===== src/cms_defines.svh =====
// register offsets, encodings and fixed settings of the mode select block
`ifndef CMS_DEFINES_SVH
`define CMS_DEFINES_SVH
`define CMS_NREGS 16
`define CMS_RESET_VAL 8'h00
`define CMS_SW_REG 4'h0
`define CMS_LB_REG 4'h1
`define CMS_RX_REG0 4'h2
`define CMS_TX_REG0 4'h5
`define CMS_MISC_REG 4'h8
`define CMS_MODE_REG 4'hF
`define CMS_MODE_PIN 2'b00
`define CMS_MODE_MIXED 2'b10
`define CMS_MODE_SERIAL 2'b11
`define CMS_ADDR_PREFIX 4'hA
`define CMS_BYTE_BITS 4'h8
`define CMS_EQ_PIN_HI 4'h5
`define CMS_PE_PIN_HI 3'h4
`define CMS_AMP_400 2'h0
`define CMS_LB_LSB 4
`define CMS_LOS_LSB 4
`define CMS_AMP_LSB 4
`endif


===== src/cms_pkg.sv =====
// types shared by the mode select block
package cms_pkg;
    typedef logic [2:0] cms_port3_t;
    typedef enum logic [5:0] {
        CMS_IDLE = 6'b000001,
        CMS_DEV = 6'b000010,
        CMS_ACK = 6'b000100,
        CMS_RX = 6'b001000,
        CMS_TX = 6'b010000,
        CMS_RACK = 6'b100000
    } cms_state_t;
endpackage : cms_pkg


===== src/cms_mode_select.sv =====
// control source selection with its two-wire slave register bank
`timescale 1ns/1ps
`include "cms_defines.svh"

module cms_mode_select #(
    parameter int EQ_W = 4,
    parameter int PE_W = 3
) (
    input wire logic ref_clk_i,
    input wire logic rst_i,
    input wire logic scl_i,
    input wire logic sda_i,
    output logic sda_o,
    output logic sda_oe_o,
    input wire cms_pkg::cms_port3_t addr_strap_i,
    input wire logic [1:0] sel_pins_i,
    input wire logic bicast_pin_i,
    input wire cms_pkg::cms_port3_t port_loopback_pins_i,
    input wire cms_pkg::cms_port3_t rx_boost_pins_i,
    input wire cms_pkg::cms_port3_t tx_boost_pins_i,
    output logic [1:0] control_mode_o,
    output logic [1:0] sel_o,
    output logic bicast_o,
    output cms_pkg::cms_port3_t port_loopback_controls_o,
    output wire logic [3*EQ_W-1:0] rx_boost_level_o,
    output wire logic [3*PE_W-1:0] tx_boost_level_o,
    output wire logic [5:0] out_amplitude_o,
    output cms_pkg::cms_port3_t pn_swap_o,
    output cms_pkg::cms_port3_t signal_loss_detect_o
);
    import cms_pkg::*;

    // ************************************************************
    // bus sampling and framing
    // ************************************************************
    logic scl_q, sda_q;
    logic [2:0] strap_q;
    cms_state_t state_q;
    logic [3:0] cnt_q;
    logic [7:0] shreg_q;
    logic [7:0] ptr_q;
    logic ptr_seen_q, rw_q, sda_oe_q;
    logic [7:0] regs_q [`CMS_NREGS];
    logic scl_rise, scl_fall, start_c, stop_c, byte_done, rx_done;
    logic [7:0] rd_byte;

    // pointer beyond the bank reads zero and ignores writes
    function automatic logic is_mapped(input logic [7:0] p);
        return p[7:4] == 4'h0;
    endfunction : is_mapped
    function automatic logic addr_match(input logic [6:0] a,
                                        input logic [2:0] s);
        return a == {`CMS_ADDR_PREFIX, s};
    endfunction : addr_match
    // previous bus levels for edge and start/stop detection
    always_ff @(posedge ref_clk_i) begin
        if (rst_i) begin
            scl_q <= 1'b1;
            sda_q <= 1'b1;
        end else begin
            scl_q <= scl_i;
            sda_q <= sda_i;
        end
    end
    // strap follows the pins on every clock, in reset or not; not a reset-time capture
    always_ff @(posedge ref_clk_i) begin
        strap_q <= addr_strap_i;
    end
    assign scl_rise = scl_i & ~scl_q;
    assign scl_fall = ~scl_i & scl_q;
    assign start_c = scl_i & scl_q & sda_q & ~sda_i;
    assign stop_c = scl_i & scl_q & ~sda_q & sda_i;
    assign byte_done = scl_fall & (cnt_q == `CMS_BYTE_BITS);
    assign rx_done = byte_done & (state_q == CMS_RX);
    assign rd_byte = is_mapped(ptr_q) ? regs_q[ptr_q[3:0]] : 8'h00;

    // ************************************************************
    // slave state machine; sda only ever pulled low, never a master
    // ************************************************************
    always_ff @(posedge ref_clk_i) begin
        if (rst_i) begin
            state_q <= CMS_IDLE;
            cnt_q <= 4'h0;
            shreg_q <= 8'h00;
            rw_q <= 1'b0;
            sda_oe_q <= 1'b0;
        end else if (start_c) begin
            state_q <= CMS_DEV;
            cnt_q <= 4'h0;
            sda_oe_q <= 1'b0;
        end else if (stop_c) begin
            state_q <= CMS_IDLE;
            sda_oe_q <= 1'b0;
        end else begin
            case (state_q)
                CMS_DEV, CMS_RX: begin
                    if (scl_rise && cnt_q != `CMS_BYTE_BITS) begin
                        shreg_q <= {shreg_q[6:0], sda_i};
                        cnt_q <= cnt_q + 4'h1;
                    end
                    if (byte_done) begin
                        cnt_q <= 4'h0;
                        if (state_q == CMS_RX) begin
                            state_q <= CMS_ACK;
                            sda_oe_q <= 1'b1;
                        end else if (addr_match(shreg_q[7:1], strap_q)) begin
                            state_q <= CMS_ACK;
                            sda_oe_q <= 1'b1;
                            rw_q <= shreg_q[0];
                        end else begin
                            state_q <= CMS_IDLE;
                        end
                    end
                end
                CMS_ACK: begin
                    if (scl_fall && rw_q) begin
                        state_q <= CMS_TX;
                        sda_oe_q <= ~rd_byte[7];
                        shreg_q <= {rd_byte[6:0], 1'b0};
                        cnt_q <= 4'h1;
                    end else if (scl_fall) begin
                        state_q <= CMS_RX;
                        sda_oe_q <= 1'b0;
                    end
                end
                CMS_TX: begin
                    if (byte_done) begin
                        state_q <= CMS_RACK;
                        sda_oe_q <= 1'b0;
                        cnt_q <= 4'h0;
                    end else if (scl_fall) begin
                        sda_oe_q <= ~shreg_q[7];
                        shreg_q <= {shreg_q[6:0], 1'b0};
                        cnt_q <= cnt_q + 4'h1;
                    end
                end
                CMS_RACK: begin
                    // a nack at the rising edge ends the read burst
                    if (scl_rise && sda_i) begin
                        state_q <= CMS_IDLE;
                    end else if (scl_fall) begin
                        state_q <= CMS_TX;
                        sda_oe_q <= ~rd_byte[7];
                        shreg_q <= {rd_byte[6:0], 1'b0};
                        cnt_q <= 4'h1;
                    end
                end
                default: begin
                    state_q <= CMS_IDLE;
                    sda_oe_q <= 1'b0;
                end
            endcase
        end
    end

    // open drain: the data level is constant low, only the enable moves
    always_ff @(posedge ref_clk_i) begin
        sda_o <= 1'b0;
    end
    assign sda_oe_o = sda_oe_q;

    // first written byte is the pointer; it advances per data byte
    always_ff @(posedge ref_clk_i) begin
        if (rst_i || start_c) begin
            ptr_seen_q <= 1'b0;
            ptr_q <= rst_i ? 8'h00 : ptr_q;
        end else if (rx_done && !ptr_seen_q) begin
            ptr_q <= shreg_q;
            ptr_seen_q <= 1'b1;
        end else if (rx_done || (byte_done && state_q == CMS_TX)) begin
            ptr_q <= ptr_q + 8'h01;
        end
    end

    // ************************************************************
    // register bank
    // ************************************************************
    always_ff @(posedge ref_clk_i) begin
        if (rst_i) begin
            for (int i = 0; i < `CMS_NREGS; i++) begin
                regs_q[i] <= `CMS_RESET_VAL;
            end
        end else if (rx_done && ptr_seen_q && is_mapped(ptr_q)) begin
            // reserved mode bits are not stored and read back as zero
            if (ptr_q[3:0] == `CMS_MODE_REG) begin
                regs_q[ptr_q[3:0]] <= {6'h00, shreg_q[1:0]};
            end else begin
                regs_q[ptr_q[3:0]] <= shreg_q;
            end
        end
    end

    // ************************************************************
    // control source selection
    // ************************************************************
    logic [1:0] mode;
    logic reg_ctl, serial;
    assign mode = regs_q[`CMS_MODE_REG][1:0];
    // undefined code 01 falls back to pin control
    assign reg_ctl = (mode == `CMS_MODE_MIXED) || (mode == `CMS_MODE_SERIAL);
    assign serial = mode == `CMS_MODE_SERIAL;

    // switch connectivity leaves the pins only in serial mode
    always_ff @(posedge ref_clk_i) begin
        if (rst_i) begin
            control_mode_o <= `CMS_MODE_PIN;
            sel_o <= 2'b00;
            bicast_o <= 1'b0;
            port_loopback_controls_o <= 3'b000;
        end else begin
            control_mode_o <= mode;
            sel_o <= serial ? regs_q[`CMS_SW_REG][2:1] : sel_pins_i;
            bicast_o <= serial ? regs_q[`CMS_SW_REG][0] : bicast_pin_i;
            port_loopback_controls_o <= serial ?
                regs_q[`CMS_LB_REG][`CMS_LB_LSB +: 3] : port_loopback_pins_i;
        end
    end

    // per-port lane settings; pins give only two levels each
    for (genvar p = 0; p < 3; p++) begin : g_port
        localparam logic [3:0] RXA = `CMS_RX_REG0 + 4'(p);
        localparam logic [3:0] TXA = `CMS_TX_REG0 + 4'(p);
        logic [EQ_W-1:0] rx_q;
        logic [PE_W-1:0] tx_q;
        logic [1:0] amp_q;
        always_ff @(posedge ref_clk_i) begin
            if (rst_i) begin
                rx_q <= '0;
                tx_q <= '0;
                amp_q <= `CMS_AMP_400;
                pn_swap_o[p] <= 1'b0;
                signal_loss_detect_o[p] <= 1'b1;
            end else if (reg_ctl) begin
                rx_q <= regs_q[RXA][EQ_W-1:0];
                tx_q <= regs_q[TXA][PE_W-1:0];
                amp_q <= regs_q[TXA][`CMS_AMP_LSB +: 2];
                pn_swap_o[p] <= regs_q[`CMS_MISC_REG][p];
                signal_loss_detect_o[p] <=
                    regs_q[`CMS_MISC_REG][`CMS_LOS_LSB + p];
            end else begin
                rx_q <= rx_boost_pins_i[p] ? EQ_W'(`CMS_EQ_PIN_HI) : '0;
                tx_q <= tx_boost_pins_i[p] ? PE_W'(`CMS_PE_PIN_HI) : '0;
                amp_q <= `CMS_AMP_400;
                pn_swap_o[p] <= 1'b0;
                signal_loss_detect_o[p] <= 1'b1;
            end
        end
        assign rx_boost_level_o[p*EQ_W +: EQ_W] = rx_q;
        assign tx_boost_level_o[p*PE_W +: PE_W] = tx_q;
        assign out_amplitude_o[p*2 +: 2] = amp_q;
    end

    // ************************************************************
    // checks
    // ************************************************************
    property p_reset_pin;
        @(posedge ref_clk_i) rst_i |=> mode == `CMS_MODE_PIN &&
            regs_q[`CMS_LB_REG] == `CMS_RESET_VAL;
    endproperty
    a_reset_pin: assert property (p_reset_pin)
        else $error("registers not at default after reset");
    // port a tx boost is checked as a whole field: the high level is not 1
    property p_pin_switch;
        @(posedge ref_clk_i) disable iff (rst_i)
        !reg_ctl |=> sel_o == $past(sel_pins_i) &&
            tx_boost_level_o[PE_W-1:0] == ($past(tx_boost_pins_i[0]) ?
            PE_W'(`CMS_PE_PIN_HI) : '0);
    endproperty
    a_pin_switch: assert property (p_pin_switch)
        else $error("pin mode not following pins");
    property p_mixed_switch;
        @(posedge ref_clk_i) disable iff (rst_i)
        mode == `CMS_MODE_MIXED |=>
            port_loopback_controls_o == $past(port_loopback_pins_i);
    endproperty
    a_mixed_switch: assert property (p_mixed_switch)
        else $error("mixed mode loopback not from pins");
    property p_mixed_boost;
        @(posedge ref_clk_i) disable iff (rst_i)
        mode == `CMS_MODE_MIXED |=>
            rx_boost_level_o[EQ_W-1:0] ==
            $past(regs_q[`CMS_RX_REG0][EQ_W-1:0]);
    endproperty
    a_mixed_boost: assert property (p_mixed_boost)
        else $error("mixed mode boost not from register");
    property p_serial_regs;
        @(posedge ref_clk_i) disable iff (rst_i)
        mode == `CMS_MODE_SERIAL |=> bicast_o ==
            $past(regs_q[`CMS_SW_REG][0]) && port_loopback_controls_o ==
            $past(regs_q[`CMS_LB_REG][`CMS_LB_LSB +: 3]);
    endproperty
    a_serial_regs: assert property (p_serial_regs)
        else $error("serial mode output not from register");
    property p_addr_ack;
        @(posedge ref_clk_i) disable iff (rst_i || start_c || stop_c)
        state_q == CMS_DEV && byte_done |=>
            sda_oe_q == (shreg_q[7:4] == `CMS_ADDR_PREFIX &&
                         $past(shreg_q[3:1]) == $past(strap_q));
    endproperty
    a_addr_ack: assert property (p_addr_ack)
        else $error("address acknowledge wrong");
    property p_slave_only;
        @(posedge ref_clk_i) disable iff (rst_i)
        sda_oe_q |-> state_q == CMS_ACK || state_q == CMS_TX;
    endproperty
    a_slave_only: assert property (p_slave_only)
        else $error("data line driven outside slave slots");
    property p_amp_fixed;
        @(posedge ref_clk_i) disable iff (rst_i)
        !reg_ctl ##1 !reg_ctl |-> out_amplitude_o == {3{`CMS_AMP_400}};
    endproperty
    a_amp_fixed: assert property (p_amp_fixed)
        else $error("amplitude not fixed under pin control");
    property p_pin_subset;
        @(posedge ref_clk_i) disable iff (rst_i)
        !reg_ctl |=> pn_swap_o == 3'b000 &&
            (rx_boost_level_o[EQ_W-1:0] == '0 ||
             rx_boost_level_o[EQ_W-1:0] == EQ_W'(`CMS_EQ_PIN_HI));
    endproperty
    a_pin_subset: assert property (p_pin_subset)
        else $error("pin mode exposes register only feature");
endmodule : cms_mode_select


===== config.mk =====
export PLATFORM = sky130hd
export DESIGN_NAME = cms_mode_select
export DESIGN_NICKNAME = d
export VERILOG_FILES = /design/src/cms_pkg.sv /design/src/cms_mode_select.sv
export VERILOG_INCLUDE_DIRS = /design/src
export SDC_FILE = /design/constraint.sdc
export NUM_CORES = 1
export LEC_CHECK = 0
export BUFFER_PORTS_ARGS = -buffer_cell sky130_fd_sc_hd__buf_2
export CAP_MARGIN = 30
export CORE_ASPECT_RATIO = 2
export CORE_MARGIN = 2
export CORE_UTILIZATION = 60
export DETAILED_ROUTE_END_ITERATION = 12
export HOLD_SLACK_MARGIN = 0.08
export PLACE_DENSITY = 0.79
export SLEW_MARGIN = 20
export SYNTH_ARGS = -nofsm -noshare
export SYNTH_HDL_FRONTEND = slang
export SYNTH_SLANG_ARGS = --single-unit

===== constraint.sdc =====
create_clock -name ref_clk_i -period 3.8 [get_ports ref_clk_i]
set_input_delay 0.38 -clock ref_clk_i [delete_from_list [all_inputs] [get_ports ref_clk_i]]
set_output_delay 0.38 -clock ref_clk_i [all_outputs]
set_load 0.005 [all_outputs]

Word level (Yosys, flattened, before mapping) --
Memories as Yosys holds them, arrays and structs flattened. A register that Yosys moved wholly into a read port is not among the register bits. Cells that the tools add are included.
Cells by class: reduce and logical (&&, ||, !) cells 26, add/sub/neg operators 2, equal/unequal tests 29, muxes and demuxes 71, bitwise operators 20
Operators with widths (number):
- $mux W8 | 13
- $mux W4 | 12
- $mux W3 | 12
- $mux W6 | 6
- $pmux W8 S4 | 1
- $pmux W6 S4 | 1
- $mux W1 | 21
- $ne A2 B2 Y1 const B | 9
- $pmux W4 S4 | 1
- $ne A3 B3 Y1 const B | 5
- $ne A4 B4 Y1 const B | 3
- $reduce_and A6 Y1 | 2
- $ne A5 B5 Y1 const B | 2
- $not A1 Y1 | 10
- $and A1 B1 Y1 | 9
- $reduce_and A9 Y1 | 1
- $add A8 B1 Y8 const B | 1
- $eq A4 B4 Y1 const B | 2
- $reduce_and A4 Y1 | 2
- $reduce_or A8 Y1 | 1
- $eq A7 B7 Y1 | 1
- $logic_and A1 B1 Y1 | 7
- $reduce_and A7 Y1 | 1
- $eq A6 B2 Y1 const B | 1
- other kinds (17) | 24
Word-level totals: memories kept 1, word-level logic and storage cells 173, output and inout bits 43, input port bits 19, flip-flop bits (word level) 69, bits in writable memories 128
Memories:
- regs_q | words 16, width 8, read ports 11, clocked after Yosys merged registers in 2, wr ports 16, RTL line cms_mode_select.sv:43 | logic [7:0] regs_q [`CMS_NREGS];

Longest topological paths before layout --
depth after elaboration 12, gate-level depth with buffers 10, mapped depth without buffers 8

Worst setup path before layout --
OpenSTA, ideal clock, no wires.
kind register to register, start point reg cnt_q[0], end point mem regs_q[10][0], enable pin, buffers on the path 2, setup time 0.334 ns, stages on the path, launching flop included 11, setup slack 1.407 ns, clock period less this slack 2.393 ns, arrival time 2.058 ns, cells stage by stage dfxtp_1 -> inv_1 -> ha_1 -> nand3b_4 -> nand2b_1 -> buf_2 -> or3_4 -> nor3b_4 -> buf_6 -> nand2_4 -> nand2b_1
RTL lines:
- start: declaration | RTL line cms_mode_select.sv:39 | logic [3:0] cnt_q;
- start signal: assignment | RTL line cms_mode_select.sv:99 | cnt_q <= cnt_q + 4'h1;
- start signal: assignment | RTL line cms_mode_select.sv:134 | cnt_q <= cnt_q + 4'h1;
- end: declaration | RTL line cms_mode_select.sv:43

==> run metrics <==
result of the run complete, no violations; amount of wire on met3 after detailed routing around 1900 um; share of the synthesized area in the top cell type between 40% and 50%; die extent in y ~180 um; master of the slowest instance on the critical path nor3b_4; total number of nets in the final design 831; worst path cell trace inv_1, ha_1, nand3b_4, nand2b_1, or3_4, nor3b_4, nand2_1, nand2b_1; worst-case vdd ir drop ~0.00048 V; wire length of the first global-routing pass around 34000 um; first drt pass iteration count 6; Avg Inst Size Synth 12.1 um^2; data arrival time of the critical path 3.27 ns; critical path's most frequent cell nand2b_1; Placed Cells between 900 and 1000; core outline area approximately 15000 um^2; cell family with the largest share of critical-path delay simple AND/OR/NAND/NOR gates; critical register-to-register path startpoint cnt_q[0]; Tmin final 3.11 ns; initial drt markers 642; proportion of layout cells with a drive suffix above 1 18.9%; commonest cells after routing, fill and taps aside edfxtp_1 (136), nor2_1 (124), dfxtp_1 (70); detailed-routed wire length on met2 10700 um; Met1 Wirelength 8200 um; reported leakage power about 3.9 nW; Area contributors post-synth edfxtp_1 (44%), dfxtp_1 (15%), mux4_2 (5.9%); category of the worst setup path launch point register; die boundary width 91.7 um; Final Cycle Share roughly 80%; clock transition at the register clock pins on the worst setup and hold paths after CTS 0.07 ns; TritonCTS clock tree built; cell count after synthesis 760; worst clock skew around 0.022 ns; kind of capture point of the worst setup path register; power density over cell area ~470 nW/um^2; full die area between 15000 and 20000 um^2; upper clock frequency limit between 300 and 400 MHz; # IOs 62; reg2reg setup slack slightly below 0.7 ns; total detailed-routing wirelength roughly 22000 um; number of clock sinks seen by CTS around 210; Hold/Removal Path Class primary input to register; clock latency on the worst-skew pair approximately 0.5 ns; post-synthesis cell type count 62; final count of negative-setup-slack endpoints 0; GPL Wtd Cong approximately 0.99; async set or reset register ratio after synthesis 0%; Final Hold Vio Count 0; FF+latch count, synth 207; most area-hungry cell type in the Yosys netlist edfxtp_1; post-detailed-route wirelength per cell 21.3 um; crit path buf inv count 1; pin count of the biggest net entering global routing 47; portion of the post-synthesis area used by sequential elements ~60%; depth of the CTS H-tree 1; via count of the first global-routing pass approximately 6000; leading cell type in the layout, fill and taps excluded edfxtp_1; port buffer count 60; Inserted Diodes 0; overall power consumption between 0.004 and 0.005 W; number of gates resized after cts 0; normalized max-slew margin between 40% and 50%; launch instance of the worst min-delay path tx_boost_pins_i[2]; total number of vias 6258; post-synth design cell area around 9000 um^2; overall track demand over capacity in global routing 26.8%; Core Util, Final 67.7%; dominant register cell in the synthesized netlist edfxtp_1; final slew viol count 0; Crit Path Max Fanout 12; Area Overhead vs Synth 11.0%; Cell Rows 64; Required @ worst endpoint about 4 ns; Clock Root Buffer clkbuf_16; number of remaining DRC errors 0; HPWL after detailed placement roughly 15000 um; total CTS buffers 19; uppermost metal layer occupied by signal nets met4; CP Class register to register; setup TNS after final layout 0 ns; antenna violations before repair 0; unrepaired setup endpoints after global routing false; Post-synth EDFFs between 100 and 150; yosys synthesis warning count 0; initial standard-cell utilization of the core around three fifths; Worst-Margin Slew between 0.8 and 0.9 ns; residual antenna-violating net count after detailed routing 0; Overflow after GRT 0; maximum root-to-sink buffer count 3; Avg Vias per Cell 6.15; source of the critical timing path cnt_q[0]; max-cap violations 0; worst stage delay on the critical path roughly 0.58 ns; post-route insts no fill roughly 1000
## worst register-to-register path, delay by kind of cell (launching register included)
kind	cells	cell delay, ns
adder cells (fa/ha/maj)	1	0.19
buffers and inverters	1	0.07
flip-flops	1	0.34
AND/OR/NAND/NOR	6	2.20
## area by class of cell
class | instances | area (um^2)
clock buffer | 26 | 542
timing repair buffer | 72 | 398
tap | 198 | 248
clock inverter | 8 | 72.6
inverter | 7 | 26.3
fill | 1047 | 4890
multi-input combinational | 499 | 3450
sequential | 207 | 5510
## per-stage QoR
stage | instance area [um^2] | setup slack, ns | hold WS, ns
after floorplan | 9250 | 1.41 | 0.408
after global placement | 9600 | 0.844 | 0.472
after detailed placement | 9600 | 0.696 | 0.480
after CTS | 10200 | 0.699 | 0.111
after global routing | 10200 | 0.509 | 0.143
final | 10200 | 0.687 | 0.117
## where the power goes
group | switching (W) | internal [W]
combinational | 0.000181 | 0.000135
sequential | 0.0000760 | 0.00250
clock | 0.000803 | 0.00107
## kinds of logic after synthesis
family | share of synthesized area, %
AO/OA/AOI/OAI | 6.25
XOR/XNOR | 1.23
adder cells (fa/ha/maj) | 0.813
buffers and inverters | 3.24
flip-flops | 59.7
multiplexers | 8.83
other | 0.0406
AND/OR/NAND/NOR | 19.9
## per-layer routing
layer / global-route usage (%) / vias to the layer above
met3: 2.72 / 65
li1: - / 2828
met1: 35.4 / 2998
met5: 0 / -
met4: 11.9 / 0
met2: 45.3 / 367
## repair_timing
action                                 in CTS  in global routing
hold buffers                                3                  0
setup buffers                               0                  0
endpoints found under the hold margin       3                  0
## synth_stat cells (all sizes together), types with 10 or more instances
cell    instances
edfxtp        136
nor2          128
dfxtp          71
nand2          65
and3           40
clkbuf         27
buf            26
nand2b         26
mux2i          24
mux4           24
and2           22
a21oi          19
nand3          13
o21ai          12
a211oi         10
## state kept, by name, indices dropped and copies added, names as in the netlist, 2 cells and up, named ones only
| register | cells |
|---|---|
| regs_q | 128 |
| g_port.rx_q | 12 |
| g_port.tx_q | 9 |
| ptr_q | 8 |
| shreg_q | 8 |
| g_port.amp_q | 6 |
| state_q | 6 |
| cnt_q | 4 |
| pn_swap_o | 3 |
| port_loopback_controls_o | 3 |
| signal_loss_detect_o | 3 |
| strap_q | 3 |
| control_mode_o | 2 |
| sel_o | 2 |
## path summary, 6_finish.rpt
kind,to,cells past startpoint
worst max-delay path,regs_q[11][6],8
worst min-delay path,g_port[2].tx_q[2],3
worst min register to register,signal_loss_detect_o[2],1
worst max register to register,regs_q[11][6],8
(Power assumes the default switching activity.)
